==> src/hw/spg_pkg.sv <==
package spg_pkg;
	// ----------------------------------------------------------------
	// Widths and counts
	// ----------------------------------------------------------------
	localparam int CNT_W = 10;
	localparam int FILTER_LEN = 4;
	localparam int PAIRS = 3;

	// ----------------------------------------------------------------
	// Register offsets
	// ----------------------------------------------------------------
	localparam logic [3:0] OFS_COUNT = 4'h0;
	localparam logic [3:0] OFS_CMP_A = 4'h1;
	localparam logic [3:0] OFS_CMP_B = 4'h2;
	localparam logic [3:0] OFS_TOP = 4'h3;
	localparam logic [3:0] OFS_CMP_D = 4'h4;
	localparam logic [3:0] OFS_HIGH = 4'h5;
	localparam logic [3:0] OFS_CTRL_A = 4'h6;
	localparam logic [3:0] OFS_CTRL_B = 4'h7;
	localparam logic [3:0] OFS_OVERRIDE = 4'h8;
	localparam logic [3:0] OFS_CTRL_D = 4'h9;
	localparam logic [3:0] OFS_FLAGS = 4'hA;
	localparam logic [3:0] OFS_IRQ_EN = 4'hB;

	// ----------------------------------------------------------------
	// Field positions
	// ----------------------------------------------------------------
	localparam int BIT_PWM_EN = 0;
	localparam int BIT_MODE_HI = 1;
	localparam int BIT_MODE_LO = 2;
	localparam int POS_PAIR_A = 4;
	localparam int POS_PAIR_B = 0;
	localparam int POS_PAIR_D = 2;
	localparam int BIT_FG_EN = 0;
	localparam int BIT_FG_IRQ = 1;
	localparam int BIT_FG_COMP = 2;
	localparam int BIT_FG_FILT = 3;
	localparam int POS_FG_EDGE = 4;
	localparam int BIT_OVF = 0;
	localparam int BIT_MATCH = 1;
	localparam int BIT_FAULT = 2;

	// ----------------------------------------------------------------
	// Edge codes and reset values
	// ----------------------------------------------------------------
	localparam logic [1:0] EDGE_FALL = 2'h0;
	localparam logic [1:0] EDGE_RISE = 2'h1;
	localparam logic [9:0] TOP_RESET = 10'h3FF;
endpackage : spg_pkg

==> src/hw/spg_fault_if.sv <==
interface spg_fault_if;
	logic ext_pin;
	logic comp_out;
	logic src_comp;
	logic filter_en;
	logic [1:0] edge_sel;
	logic trigger;
	modport guard(input ext_pin, comp_out, src_comp, filter_en, edge_sel,
		output trigger);
	modport core(output ext_pin, comp_out, src_comp, filter_en, edge_sel,
		input trigger);
endinterface : spg_fault_if

==> src/hw/spg_top.sv <==
// Overview of operation
// - Six-output mode when channel-A enable and upper mode bit are set.
// - All six pin waveforms come from the one channel-A waveform.
// - Override bit 0 shows port value; 1 lets compare output through.
// - Lower mode bit 0: count zero to top, then clear next tick.
// - Single slope: active level at match, opposite at wrap.
// - Single slope: overflow flag set when counter reaches top.
// - Lower mode bit 1 in six-output mode: count up to top, then down to zero.
// - Dual slope: switch one way on up match, other way down.
// - Dual slope: overflow flag set when counter reaches zero.
// - Pair field nonzero: true wave on even pin, inverted on odd.
// - Timer tick is only a count enable on the system clock.
// - Fault trigger clears pair fields and hands pins to port bits.
// - Fault trigger clears the guard enable in the same cycle.
// - Fault raises an interrupt when its interrupt enable is set.
// - Trigger source is the pin, or the comparator when selected.
// - Filter output changes only after four equal samples.
// - Filter enable inserts four system clocks of delay.
// - One shared two-bit high holding register for all wide registers.
// - Low byte write loads holding bits and byte together.
// - Low byte read copies upper bits into the holding register.
// - Single slope, field 01: clear at match, set at zero.
//
// The register addresses and the strobed register port were decided locally.
module spg_top (
	input wire logic clk,
	input wire logic rstn,
	input wire logic [3:0] addr,
	input wire logic [7:0] wdata,
	input wire logic wr,
	input wire logic rd,
	output logic [7:0] rdata,
	input wire logic timer_tick,
	input wire logic [5:0] port_value,
	input wire logic ext_irq_pin,
	input wire logic comparator_output,
	output logic [5:0] pwm_pin,
	output logic [5:0] pwm_drive,
	output logic overflow_irq,
	output logic fault_irq
);
	localparam int W = spg_pkg::CNT_W;

	// ----------------------------------------------------------------
	// Reset release
	// ----------------------------------------------------------------
	logic rst_meta;
	logic rst_n;

	// Release is delayed two clocks, assertion is immediate
	always_ff @(posedge clk or negedge rstn) begin
		if (!rstn) begin
			rst_meta <= 1'b0;
			rst_n <= 1'b0;
		end else begin
			rst_meta <= 1'b1;
			rst_n <= rst_meta;
		end
	end

	// ----------------------------------------------------------------
	// Software registers
	// ----------------------------------------------------------------
	logic [1:0] shared_high_bits;
	logic [W-1:0] compare_value_a;
	logic [W-1:0] compare_value_b;
	logic [W-1:0] compare_value_d;
	logic [W-1:0] top_value;
	logic pwm_enable_ch_a;
	logic waveform_mode_hi;
	logic waveform_mode_lo;
	logic [1:0] out_mode_pair_a;
	logic [1:0] out_mode_pair_b;
	logic [1:0] out_mode_pair_d;
	logic [5:0] override_enable_reg;
	logic fault_guard_enable;
	logic fault_irq_enable;
	logic fault_src_comparator;
	logic fault_filter_enable;
	logic [1:0] fault_edge_sel;
	logic overflow_flag;
	logic match_flag_a;
	logic fault_flag;
	logic overflow_irq_enable;
	logic waveform_out_a;
	logic [W-1:0] counter_value;
	logic count_up;
	logic hit_top;
	logic hit_zero;
	logic hit_match;

	// Address decode
	wire logic wr_count = wr & (addr == spg_pkg::OFS_COUNT);
	wire logic wr_cmp_a = wr & (addr == spg_pkg::OFS_CMP_A);
	wire logic wr_cmp_b = wr & (addr == spg_pkg::OFS_CMP_B);
	wire logic wr_top = wr & (addr == spg_pkg::OFS_TOP);
	wire logic wr_cmp_d = wr & (addr == spg_pkg::OFS_CMP_D);
	wire logic wr_high = wr & (addr == spg_pkg::OFS_HIGH);
	wire logic wr_ctrl_a = wr & (addr == spg_pkg::OFS_CTRL_A);
	wire logic wr_ctrl_b = wr & (addr == spg_pkg::OFS_CTRL_B);
	wire logic wr_ovr = wr & (addr == spg_pkg::OFS_OVERRIDE);
	wire logic wr_ctrl_d = wr & (addr == spg_pkg::OFS_CTRL_D);
	wire logic wr_flags = wr & (addr == spg_pkg::OFS_FLAGS);
	wire logic wr_irq_en = wr & (addr == spg_pkg::OFS_IRQ_EN);
	wire logic [W-1:0] wide_value = {shared_high_bits, wdata};

	// Mode decode
	wire logic six_mode = pwm_enable_ch_a & waveform_mode_hi;
	wire logic dual_slope = six_mode & waveform_mode_lo;
	wire logic fault_hit;
	wire logic fault_fire = fault_hit & fault_guard_enable;

	// ----------------------------------------------------------------
	// Read path
	// ----------------------------------------------------------------
	logic [7:0] read_mux;
	logic [1:0] read_high;

	// Low-byte reads also pick the upper bits for the holding register
	always_comb begin
		read_mux = 8'h00;
		read_high = shared_high_bits;
		case (addr)
			spg_pkg::OFS_COUNT: begin
				read_mux = counter_value[7:0];
				read_high = counter_value[W-1:8];
			end
			spg_pkg::OFS_CMP_A: begin
				read_mux = compare_value_a[7:0];
				read_high = compare_value_a[W-1:8];
			end
			spg_pkg::OFS_CMP_B: begin
				read_mux = compare_value_b[7:0];
				read_high = compare_value_b[W-1:8];
			end
			spg_pkg::OFS_TOP: begin
				read_mux = top_value[7:0];
				read_high = top_value[W-1:8];
			end
			spg_pkg::OFS_CMP_D: begin
				read_mux = compare_value_d[7:0];
				read_high = compare_value_d[W-1:8];
			end
			spg_pkg::OFS_HIGH: read_mux = {6'h00, shared_high_bits};
			spg_pkg::OFS_CTRL_A: read_mux = {2'h0, out_mode_pair_a, 1'b0,
				waveform_mode_lo, waveform_mode_hi, pwm_enable_ch_a};
			spg_pkg::OFS_CTRL_B: read_mux = {4'h0, out_mode_pair_d,
				out_mode_pair_b};
			spg_pkg::OFS_OVERRIDE: read_mux = {2'h0, override_enable_reg};
			spg_pkg::OFS_CTRL_D: read_mux = {2'h0, fault_edge_sel,
				fault_filter_enable, fault_src_comparator,
				fault_irq_enable, fault_guard_enable};
			spg_pkg::OFS_FLAGS: read_mux = {5'h00, fault_flag,
				match_flag_a, overflow_flag};
			spg_pkg::OFS_IRQ_EN: read_mux = {7'h00, overflow_irq_enable};
			default: read_mux = 8'h00;
		endcase
	end

	// Data stand in the cycle after the strobe only
	always_ff @(posedge clk or negedge rst_n) begin
		if (!rst_n) begin
			rdata <= 8'h00;
		end else begin
			rdata <= rd ? read_mux : 8'h00;
		end
	end

	// ----------------------------------------------------------------
	// Holding register and wide registers
	// ----------------------------------------------------------------
	// One holding register serves every wide register, so an access
	// interrupted by another wide access corrupts the first one
	always_ff @(posedge clk or negedge rst_n) begin
		if (!rst_n) begin
			shared_high_bits <= 2'h0;
		end else if (wr_high) begin
			shared_high_bits <= wdata[1:0];
		end else if (rd) begin
			shared_high_bits <= read_high;
		end
	end

	// Compare and top registers load all ten bits at the low write
	always_ff @(posedge clk or negedge rst_n) begin
		if (!rst_n) begin
			compare_value_a <= '0;
			compare_value_b <= '0;
			compare_value_d <= '0;
			top_value <= spg_pkg::TOP_RESET;
		end else begin
			if (wr_cmp_a) compare_value_a <= wide_value;
			if (wr_cmp_b) compare_value_b <= wide_value;
			if (wr_cmp_d) compare_value_d <= wide_value;
			if (wr_top) top_value <= wide_value;
		end
	end

	// ----------------------------------------------------------------
	// Control registers
	// ----------------------------------------------------------------
	// A fault in the same cycle as a software write wins, so a write
	// cannot reconnect the pins behind the guard's back
	always_ff @(posedge clk or negedge rst_n) begin
		if (!rst_n) begin
			pwm_enable_ch_a <= 1'b0;
			waveform_mode_hi <= 1'b0;
			waveform_mode_lo <= 1'b0;
			out_mode_pair_a <= 2'h0;
			out_mode_pair_b <= 2'h0;
			out_mode_pair_d <= 2'h0;
		end else begin
			if (wr_ctrl_a) begin
				pwm_enable_ch_a <= wdata[spg_pkg::BIT_PWM_EN];
				waveform_mode_hi <= wdata[spg_pkg::BIT_MODE_HI];
				waveform_mode_lo <= wdata[spg_pkg::BIT_MODE_LO];
				out_mode_pair_a <= wdata[spg_pkg::POS_PAIR_A+:2];
			end
			if (wr_ctrl_b) begin
				out_mode_pair_b <= wdata[spg_pkg::POS_PAIR_B+:2];
				out_mode_pair_d <= wdata[spg_pkg::POS_PAIR_D+:2];
			end
			if (fault_fire) begin
				out_mode_pair_a <= 2'h0;
				out_mode_pair_b <= 2'h0;
				out_mode_pair_d <= 2'h0;
			end
		end
	end

	// Guard setup; the enable drops together with the pair fields
	always_ff @(posedge clk or negedge rst_n) begin
		if (!rst_n) begin
			override_enable_reg <= 6'h00;
			fault_guard_enable <= 1'b0;
			fault_irq_enable <= 1'b0;
			fault_src_comparator <= 1'b0;
			fault_filter_enable <= 1'b0;
			fault_edge_sel <= 2'h0;
			overflow_irq_enable <= 1'b0;
		end else begin
			if (wr_ovr) override_enable_reg <= wdata[5:0];
			if (wr_irq_en) overflow_irq_enable <= wdata[0];
			if (wr_ctrl_d) begin
				fault_guard_enable <= wdata[spg_pkg::BIT_FG_EN];
				fault_irq_enable <= wdata[spg_pkg::BIT_FG_IRQ];
				fault_src_comparator <= wdata[spg_pkg::BIT_FG_COMP];
				fault_filter_enable <= wdata[spg_pkg::BIT_FG_FILT];
				fault_edge_sel <= wdata[spg_pkg::POS_FG_EDGE+:2];
			end
			if (fault_fire) fault_guard_enable <= 1'b0;
		end
	end

	// ----------------------------------------------------------------
	// Counter and fault guard
	// ----------------------------------------------------------------
	spg_fault_if fbus ();
	assign fbus.ext_pin = ext_irq_pin;
	assign fbus.comp_out = comparator_output;
	assign fbus.src_comp = fault_src_comparator;
	assign fbus.filter_en = fault_filter_enable;
	assign fbus.edge_sel = fault_edge_sel;
	assign fault_hit = fbus.trigger;

	spg_fault_guard u_guard (
		.clk(clk),
		.rst_n(rst_n),
		.fb(fbus.guard)
	);

	spg_counter #(
		.W(W)
	) u_counter (
		.clk(clk),
		.rst_n(rst_n),
		.tick(timer_tick),
		.dual(dual_slope),
		.load(wr_count),
		.load_value(wide_value),
		.top(top_value),
		.cmp(compare_value_a),
		.count(counter_value),
		.up(count_up),
		.hit_top(hit_top),
		.hit_zero(hit_zero),
		.hit_match(hit_match)
	);

	// ----------------------------------------------------------------
	// Waveform and flags
	// ----------------------------------------------------------------
	// Field 11 sets at match; 01 and 10 clear at match
	wire logic match_level = &out_mode_pair_a;
	wire logic ovf_event = dual_slope ? hit_zero : hit_top;
	wire logic flag_clr_ovf = wr_flags & wdata[spg_pkg::BIT_OVF];
	wire logic flag_clr_match = wr_flags & wdata[spg_pkg::BIT_MATCH];
	wire logic flag_clr_fault = wr_flags & wdata[spg_pkg::BIT_FAULT];

	// Match has priority over the zero edge when compare is zero
	always_ff @(posedge clk or negedge rst_n) begin
		if (!rst_n) begin
			waveform_out_a <= 1'b0;
		end else if (hit_match) begin
			waveform_out_a <= (count_up | ~dual_slope) ? match_level :
				~match_level;
		end else if (hit_zero & ~dual_slope) begin
			waveform_out_a <= ~match_level;
		end
	end

	// Set beats a clear written in the same cycle
	always_ff @(posedge clk or negedge rst_n) begin
		if (!rst_n) begin
			overflow_flag <= 1'b0;
			match_flag_a <= 1'b0;
			fault_flag <= 1'b0;
			overflow_irq <= 1'b0;
			fault_irq <= 1'b0;
		end else begin
			overflow_flag <= (overflow_flag & ~flag_clr_ovf) | ovf_event;
			match_flag_a <= (match_flag_a & ~flag_clr_match) | hit_match;
			fault_flag <= (fault_flag & ~flag_clr_fault) | fault_fire;
			overflow_irq <= overflow_flag & overflow_irq_enable;
			fault_irq <= fault_flag & fault_irq_enable;
		end
	end

	// ----------------------------------------------------------------
	// Pin steering
	// ----------------------------------------------------------------
	wire logic [5:0] pair_fields = {out_mode_pair_d, out_mode_pair_b,
		out_mode_pair_a};
	logic [5:0] next_pin;
	logic [5:0] next_drive;

	// Both pins of a pair follow the one channel-A waveform
	for (genvar p = 0; p < spg_pkg::PAIRS; p++) begin : g_pair
		wire logic on = six_mode & |pair_fields[2*p+:2];
		assign next_drive[2*p] = on & override_enable_reg[2*p];
		assign next_drive[2*p+1] = on & override_enable_reg[2*p+1];
		assign next_pin[2*p] = next_drive[2*p] ? waveform_out_a :
			port_value[2*p];
		assign next_pin[2*p+1] = next_drive[2*p+1] ? ~waveform_out_a :
			port_value[2*p+1];
	end

	// Pins are registered, so override changes show one clock later
	always_ff @(posedge clk or negedge rst_n) begin
		if (!rst_n) begin
			pwm_pin <= 6'h00;
			pwm_drive <= 6'h00;
		end else begin
			pwm_pin <= next_pin;
			pwm_drive <= next_drive;
		end
	end

	// ----------------------------------------------------------------
	// Checks
	// ----------------------------------------------------------------
	AST_MODE_ENTRY: assert property (@(posedge clk) disable iff (!rst_n)
		(!pwm_enable_ch_a | !waveform_mode_hi) |=> pwm_drive == 6'h00)
		else $error("pins driven outside six-output mode");
	AST_PORT_PASS: assert property (@(posedge clk) disable iff (!rst_n)
		!override_enable_reg[0] |=> pwm_pin[0] == $past(port_value[0]))
		else $error("pin 0 not showing port value");
	AST_COMPLEMENT: assert property (@(posedge clk) disable iff (!rst_n)
		&next_drive[1:0] |=> pwm_pin[0] != pwm_pin[1])
		else $error("pair A pins not complementary");
	AST_WRAP: assert property (@(posedge clk) disable iff (!rst_n)
		timer_tick && !dual_slope && !wr_count && counter_value == top_value
		|=> counter_value == 10'h000)
		else $error("single slope did not clear after top");
	AST_TURN: assert property (@(posedge clk) disable iff (!rst_n)
		timer_tick && dual_slope && count_up && !wr_count &&
		counter_value == top_value && top_value != 10'h000
		|=> !count_up ##0 counter_value == $past(top_value) - 10'h001)
		else $error("dual slope did not turn at top");
	AST_OVF_TOP: assert property (@(posedge clk) disable iff (!rst_n)
		hit_top && !dual_slope |=> overflow_flag)
		else $error("overflow flag missed at top");
	AST_OVF_ZERO: assert property (@(posedge clk) disable iff (!rst_n)
		hit_zero && dual_slope |=> overflow_flag)
		else $error("overflow flag missed at zero");
	AST_WAVE_SET: assert property (@(posedge clk) disable iff (!rst_n)
		hit_zero && !hit_match && !dual_slope && out_mode_pair_a == 2'h1
		|=> waveform_out_a)
		else $error("waveform not set at zero");
	AST_FAULT_CUT: assert property (@(posedge clk) disable iff (!rst_n)
		fault_fire |=> pair_fields == 6'h00 && !fault_guard_enable
		##1 pwm_drive == 6'h00)
		else $error("fault did not disconnect pins");
	AST_FAULT_IRQ: assert property (@(posedge clk) disable iff (!rst_n)
		fault_fire && fault_irq_enable && !wr_ctrl_d |-> ##2 fault_irq)
		else $error("fault interrupt missing");
	AST_WIDE_WRITE: assert property (@(posedge clk) disable iff (!rst_n)
		wr_cmp_a |=> compare_value_a ==
		{$past(shared_high_bits), $past(wdata)})
		else $error("wide write lost the held bits");
	AST_WIDE_READ: assert property (@(posedge clk) disable iff (!rst_n)
		rd && addr == spg_pkg::OFS_TOP |=>
		shared_high_bits == $past(top_value[9:8]))
		else $error("low read did not capture high bits");

	COV_FAULT: cover property (@(posedge clk) disable iff (!rst_n)
		fault_fire ##1 fault_flag);
	COV_TURN: cover property (@(posedge clk) disable iff (!rst_n)
		dual_slope && $fell(count_up));
	COV_WRAP: cover property (@(posedge clk) disable iff (!rst_n)
		six_mode && !dual_slope && hit_match ##[1:100] hit_zero);
endmodule : spg_top

==> src/hw/spg_fault_guard.sv <==
module spg_fault_guard (
	input wire logic clk,
	input wire logic rst_n,
	spg_fault_if.guard fb
);
	logic [spg_pkg::FILTER_LEN-1:0] samples;
	logic filt;
	logic prev;
	wire logic source = fb.src_comp ? fb.comp_out : fb.ext_pin;
	wire logic all_one = &samples;
	wire logic all_zero = ~|samples;
	wire logic chosen = fb.filter_en ? filt : samples[0];
	wire logic rise = chosen & ~prev;
	wire logic fall = ~chosen & prev;

	// ----------------------------------------------------------------
	// Sampling, filter and edge detector
	// ----------------------------------------------------------------
	// Filter runs every system clock, prescaler plays no part
	always_ff @(posedge clk or negedge rst_n) begin
		if (!rst_n) begin
			samples <= '0;
			filt <= 1'b0;
			prev <= 1'b0;
		end else begin
			samples <= {samples[spg_pkg::FILTER_LEN-2:0], source};
			if (all_one | all_zero) begin
				filt <= samples[0];
			end
			prev <= chosen;
		end
	end

	// Either-edge codes share the default arm
	assign fb.trigger = (fb.edge_sel == spg_pkg::EDGE_FALL) ? fall :
		(fb.edge_sel == spg_pkg::EDGE_RISE) ? rise : (rise | fall);

	AST_FILTER_AGREE: assert property (@(posedge clk) disable iff (!rst_n)
		$changed(filt) |-> ($past(all_one) | $past(all_zero)))
		else $error("filter output moved without four equal samples");
endmodule : spg_fault_guard

==> src/hw/spg_counter.sv <==
module spg_counter #(
	parameter int W = 10
) (
	input wire logic clk,
	input wire logic rst_n,
	input wire logic tick,
	input wire logic dual,
	input wire logic load,
	input wire logic [W-1:0] load_value,
	input wire logic [W-1:0] top,
	input wire logic [W-1:0] cmp,
	output logic [W-1:0] count,
	output logic up,
	output logic hit_top,
	output logic hit_zero,
	output logic hit_match
);
	logic [W-1:0] next_count;
	logic next_up;
	wire logic at_max = (count == top);
	wire logic at_min = (count == '0);

	// Next count: wrap for single slope, turn round for dual slope
	always_comb begin
		next_up = 1'b1;
		next_count = at_max ? '0 : count + 1'b1;
		if (dual) begin
			next_up = up ? ~at_max : at_min;
			if (at_max & at_min) begin
				next_count = '0;
			end else if (next_up) begin
				next_count = count + 1'b1;
			end else begin
				next_count = count - 1'b1;
			end
		end
	end

	// Event pulses stand in the cycle where count shows the new value
	always_ff @(posedge clk or negedge rst_n) begin
		if (!rst_n) begin
			count <= '0;
			up <= 1'b1;
			hit_top <= 1'b0;
			hit_zero <= 1'b0;
			hit_match <= 1'b0;
		end else begin
			hit_top <= tick & ~load & (next_count == top);
			hit_zero <= tick & ~load & (next_count == '0);
			hit_match <= tick & ~load & (next_count == cmp);
			if (load) begin
				count <= load_value;
			end else if (tick) begin
				count <= next_count;
				up <= next_up;
			end
		end
	end
endmodule : spg_counter

==> config.mk <==
export PLATFORM = sky130hd
export DESIGN_NAME = spg_top
export DESIGN_NICKNAME = d
export VERILOG_FILES = /design/src/hw/spg_pkg.sv /design/src/hw/spg_fault_if.sv /design/src/hw/spg_top.sv /design/src/hw/spg_fault_guard.sv /design/src/hw/spg_counter.sv
export SDC_FILE = /design/constraint.sdc
export NUM_CORES = 1
export LEC_CHECK = 0
export BUFFER_PORTS_ARGS = -buffer_cell sky130_fd_sc_hd__buf_2
export CORE_UTILIZATION = 32
export DETAILED_ROUTE_END_ITERATION = 16
export MAX_ROUTING_LAYER = met4
export SYNTH_ARGS = -nofsm -noshare
export SYNTH_HDL_FRONTEND = slang
export SYNTH_SLANG_ARGS = --single-unit
==> constraint.sdc <==
create_clock -name clk -period 4.8 [get_ports clk]
set_input_delay 0 -clock clk [delete_from_list [all_inputs] [get_ports clk]]
set_output_delay 0 -clock clk [all_outputs]
set_load 0.02 [all_outputs]
Word level (Yosys, flattened, before mapping)
Cells that the tools add are included.
{ "totals": {"word_cells": 165, "regBits": 112, "out_inout_bits": 22, "in_bits": 25} }
{ "op_classes": {"n_eq_ne": 15, "bitwise_logic": 56, "n_reduce_logical": 20, "add_sub_neg": 2, "muxes": 35} }
{ "op_table": {"columns": ["cell", "n"], "rows": [
  ["one-hot mux 8 bit (12 select lines)", 1],
  ["two-way mux 10 bit", 6],
  ["AND 1 bit", 40],
  ["equality test 10 bit", 3],
  ["zero test 10 bit", 2],
  ["two-way mux 1 bit", 18],
  ["equality test 4 x 3 -> 1 bit, second input constant", 4],
  ["equality test 4 bit, second input constant", 4],
  ["two-way mux 2 bit", 8],
  ["nonzero test 2 bit", 6],
  ["adder 10 x 1 -> 10 bit, second input constant", 1],
  ["NOT 1 bit", 10],
  ["one-hot mux 2 bit (5 select lines)", 1],
  ["subtractor 10 x 1 -> 10 bit, second input constant", 1],
  ["equality test 4 x 2 -> 1 bit, second input constant", 2],
  ["two-way mux 8 bit", 1],
  ["OR 1 bit", 6],
  ["AND reduction 2 bit", 3],
  ["nonzero test 6 bit", 1],
  ["OR reduction 2 bit", 3],
  ["equality test 4 x 1 -> 1 bit, second input constant", 1],
  ["zero test 4 bit", 1],
  ["AND reduction 4 bit", 1],
  ["OR reduction 4 bit", 1],
  ["3 further kinds", 3]
]} }

Longest topological paths before layout
{ "depth": {"word_depth": 8, "depth_mapped": 11, "ltp_nobuf": 10} }

Modules after synthesis
A second synthesis with hierarchy kept.
{ "hier_totals": {"hier_cells": 655, "area_unflattened_um2": 6925.4} }
{ "by_module_without_submodules": {"columns": ["module", "instances", "area_per_inst_um2", "cells_per_inst", "seq_area_each_um2"], "rows": [
  ["spg_top", 1, 4528.1, 366, 2314.7],
  ["spg_counter", 1, 2147.1, 272, 351.6],
  ["spg_fault_guard", 1, 250.2, 17, 150.1]
]} }

Worst setup path before layout
No wires, ideal clock.
{ "synth_timing": {"path_type": "register to register", "start": "reg u_counter.count[0]", "end": "reg u_counter.hit_top", "path_buffers": 1, "setup_slack_ps": 2069, "path_stages_with_launch": 12, "t_required_ps": 4704, "setup_ps": 96, "synth_period_minus_slack_ps": 2731, "arrival_time_ps": 2636, "cell_sequence": "dfrtp_1 -> buf_6 -> inv_1 -> ha_1 -> nor2b_1 -> nand4_1 -> nand2_1 -> nand2_1 -> o22a_2 -> xnor2_1 -> or4b_1 -> nor4_2"} }
{ "synth_between": {"elab_chain_cells": 8, "word_cells_on_any_way": 13, "classes_between": "add/sub: 2; eq/ne: 2; mux: 5; bitwise: 3; reduce/logical: 1"} }
{ "synth_rtl": {"columns": ["element", "line", "source"], "rows": [
  ["start, declared", "spg_counter.sv:12", "output logic [W-1:0] count,"],
  ["start signal, assigned", "spg_counter.sv:52", "count <= load_value;"],
  ["start signal, assigned", "spg_counter.sv:54", "count <= next_count;"],
  ["parallel branches: the longest is 5 deep, another holds subtractor 10 x 1 -> 10 bit", null, null],
  ["two-way mux 10 bit (*)", "spg_counter.sv:27", "if (dual) begin"],
  ["equality test 10 bit (*)", "spg_counter.sv:48", "hit_top <= tick & ~load & (next_count == top);"],
  ["AND 1 bit (*)", "spg_counter.sv:48", null],
  ["end signal, assigned", "spg_counter.sv:48", null],
  ["end, declared", "spg_counter.sv:14", "output logic hit_top,"]
]} }
Mark *: on every way between the ends.
A chain may end at the register's enable or synchronous reset.

Worst setup path in the final report
{ "layout_timing": {"start": "reg u_counter.count[3]", "end": "reg u_counter.hit_top"} }
The elaborated chain is that of the path after synthesis.

==> impl_metrics.csv <==
group,metric,value,unit
logic_synthesis,yosysWarningCount,0,
logic_synthesis,netlist.area_leader.share,41.2,%
min_path,hold_end,"u_counter.count[1]",
sta,fmax,318,MHz
grt,busiest_layer,"met2",
floorplanning,rows,50,
grt,use_met2,29.2,%
grt,grt_start_max_net_pins,74,
routing,dr.pass1.iters,5,
routing,wire_per_inst,19.8,um
sta,fin_crit_sh,65.6,%
power,powerDensity,476,nW/um2
grt,grtUsageMet1,25.2,%
logic_synthesis,ys_top_cells_by_count,"dfrtp_1 (101), mux2_2 (63), nor2_1 (55)",
min_path,worstHoldStart,"wdata[1]",
grt,met3_usage,2.46,%
setup_path,cpMostUsedCell,"xnor2_1",
grt,grt_pass1_vias,4770,
setup_path,rrSetupSlack,1.65,ns
cells_and_area,synthToLayoutAreaGrowth,13.7,%
min_path,worstHoldPathCells,3,
cells_and_area,utilization,37.2,%
cells_and_area,nets,667,
logic_synthesis,ys_seq_area_share,45.9,%
setup_path,r2r_end,"u_counter.hit_top",
floorplanning,ioPinCount,47,
sta,skew,0.0161,ns
cells_and_area,antenna_cells,0,
clock_network,clock_latency,0.37,ns
grt,overflow,0,
routing,wirelength,17.4,mm
cells_and_area,drive_gt1_share,24.9,%
power,p_leak,2.98,nW
setup_path,cp-end-kind,"flip-flop",
min_path,hp-class,"input port to flip-flop",
sta,slew_headroom,36.3,%
logic_synthesis,synthArstFlopShare,100,%
sta,rsz0062_at_grt,"false",
floorplanning,core_area,18800,um2
routing,drc,0,
setup_path,cpPeakStageDelay,0.66,ns
routing,drt_iter0_markers,461,
clock_network,cts_sinks,112,
clock_network,cts_setup_buffers,0,
setup_path,crit_family,"simple AND/OR/NAND/NOR gates",
logic_synthesis,synth_ff_type,"dfrtp_1",
sta,setup_violations,0,
logic_synthesis,synth_edf_count,0,
clock_network,cts_buffers,9,
sta,drv_slew,0,
clock_network,cts_root_buffer,"clkbuf_16",
grt,grt_pass1_wl,27.6,mm
clock_network,cts_hold_buf,13,
setup_path,cp_max_fo,14,
setup_path,path_cells,"xnor2_1 -> nand4_1 -> o31ai_4 -> nand2_1 -> o22a_2 -> xnor2_1 -> or4b_1 -> nor4_2",
logic_synthesis,synthCells,595,
setup_path,path_class,"flip-flop to flip-flop",
setup_path,cpMaxStageDelayCell,"dfrtp_1",
routing,vias,4885,
placed_design,gp_congestion,0.944,
setup_path,rr_worst_depth,8,
logic_synthesis,avgSynthCellArea,10.3,um2
grt,grt_usage,19.0,%
job,max_cap_violations,0,
clock_network,cts_resized,0,
logic_synthesis,yosysMostFrequentCell,"dfrtp_1",
setup_path,critPathLaunch,"u_counter.count[3]",
placed_design,place_ws,1.74,ns
grt,antenna_found_initial,0,
setup_path,path_buf_inv,0,
logic_synthesis,syn_area,6140,um2
floorplanning,start_util,32.7,%
floorplanning,fp.dieH,140,um
placed_design,numPortBuffers,46,
placed_design,dp_hpwl,12.5,mm
power,max-vdd-ir-drop,254,uV
run_status,outcome,"completed",
setup_path,r2r-start,"u_counter.count[3]",
setup_path,arrival,3.42,ns
logic_synthesis,synth_top_area_cell,"dfrtp_1",
clock_network,ctsHtreeMaxLevel,3,
clock_network,cts_tree,"done",
sta,timing.final.ws_setup,1.65,ns
logic_synthesis,synth_area_leaders,"dfrtp_1 (41%), mux2_2 (12%), dfstp_2 (4.7%)",
routing,ant_nets,0,
clock_network,ctsLongestPathBuffers,2,
sta,worst_pin_slew,0.956,ns
setup_path,worstPathRequired,5.07,ns
routing,viasPerCell,5.57,
clock_network,cts.clk_slew.worst_paths,0.09,ns
floorplanning,design.die.area,19700,um2
logic_synthesis,ys_types,68,
setup_path,start_kind,"flip-flop",
logic_synthesis,synth_seq_cells,112,
sta,period_needed,3.15,ns
sta,fin_tns_setup,0,ns
floorplanning,die_x,140,um
logic_synthesis,synth_nets,624,
sta,hold_viol_final,0,
cells in the final DEF, fill, tap and decap left out, types with 4 or more instances in the layout:
cell type and count:
a32oi_1 6, a21oi_1 20, o22ai_1 7, nand3_1 11
nor2b_1 5, dfrtp_1 100, o21ai_0 23, dfstp_2 11
a31oi_1 6, and2_1 9, clkbuf_16 9, inv_1 16
mux2_2 63, a21o_1 9, and4_1 4, buf_4 5
nand2b_1 7, nor3_1 16, ha_1 4, a211oi_1 6
mux2i_1 25, nor2_1 55, nand2_1 53, a22oi_1 7
xnor2_1 25, xor2_1 9, dlygate4sd3_1 13, nand4_1 6
buf_2 46
metrics by stage:
step           hold WS (ns)  power (mW)  instances  area (um2)
4_1_cts              0.0138        3.31        877        6980
3_3_place_gp         -0.215        2.58        848        6580
2_1_floorplan        -0.296        2.26        595        6140
6_report            0.00994        3.32        877        6980
3_5_place_dp         -0.214        2.58        848        6580
5_1_grt              0.0204        3.51        877        6980
area by class of cell:
| class | instances | area, um2 |
|---|---|---|
| Timing Repair Buffer | 64 | 398 |
| Sequential cell | 112 | 2820 |
| Clock buffer | 11 | 233 |
| Inverter | 16 | 60.1 |
| Multi-Input combinational cell | 435 | 3140 |
| Clock inverter | 5 | 41.3 |
| Tap cell | 234 | 293 |
| Fill cell | 1891 | 11800 |
where the power goes:
group,total (mW),internal [mW],switching [mW]
clock,0.729,0.359,0.370
sequential,1.48,1.16,0.312
combinational,1.12,0.518,0.598
total,3.32,2.04,1.28
per-layer routing:
metal / wire length [um] / part of all wire, %
met5: 0 / 0
met1: 7760 / 45
met2: 8160 / 47
met4: 477 / 2.7
met3: 950 / 5.5
how the worst max path moves through the flow:
stage | endpoint | depth (start not counted) | slack, ns
after floorplan | compare_value_a[0] | 0 | 1.47
after global placement | u_counter.hit_top | 10 | 1.77
after detailed placement | u_counter.hit_top | 10 | 1.74
after CTS | u_counter.hit_top | 10 | 1.71
after global routing | u_counter.hit_top | 10 | 1.44
final | u_counter.hit_top | 8 | 1.65
cells by family (layout without fill, tap and decap cells):
family	count (synthesis)	in the layout	share of synthesized area (%)
muxes	89	89	16.0
xor gates and xnor gates	34	34	4.85
DFF	112	112	45.9
and+or+nand+nor	199	199	16.7
buffers and inverters	48	96	3.26
adders and majority gates	4	4	0.816
other	1	1	0.0611
AOI/OAI and AO/OA	108	108	12.5
worst min-delay path, cell delays in order:
cell and delay (ns):
buf_2 0.19, nand2_1 0.08, o21ai_0 0.07
No activity file was read; power rests on OpenSTA's default activity.
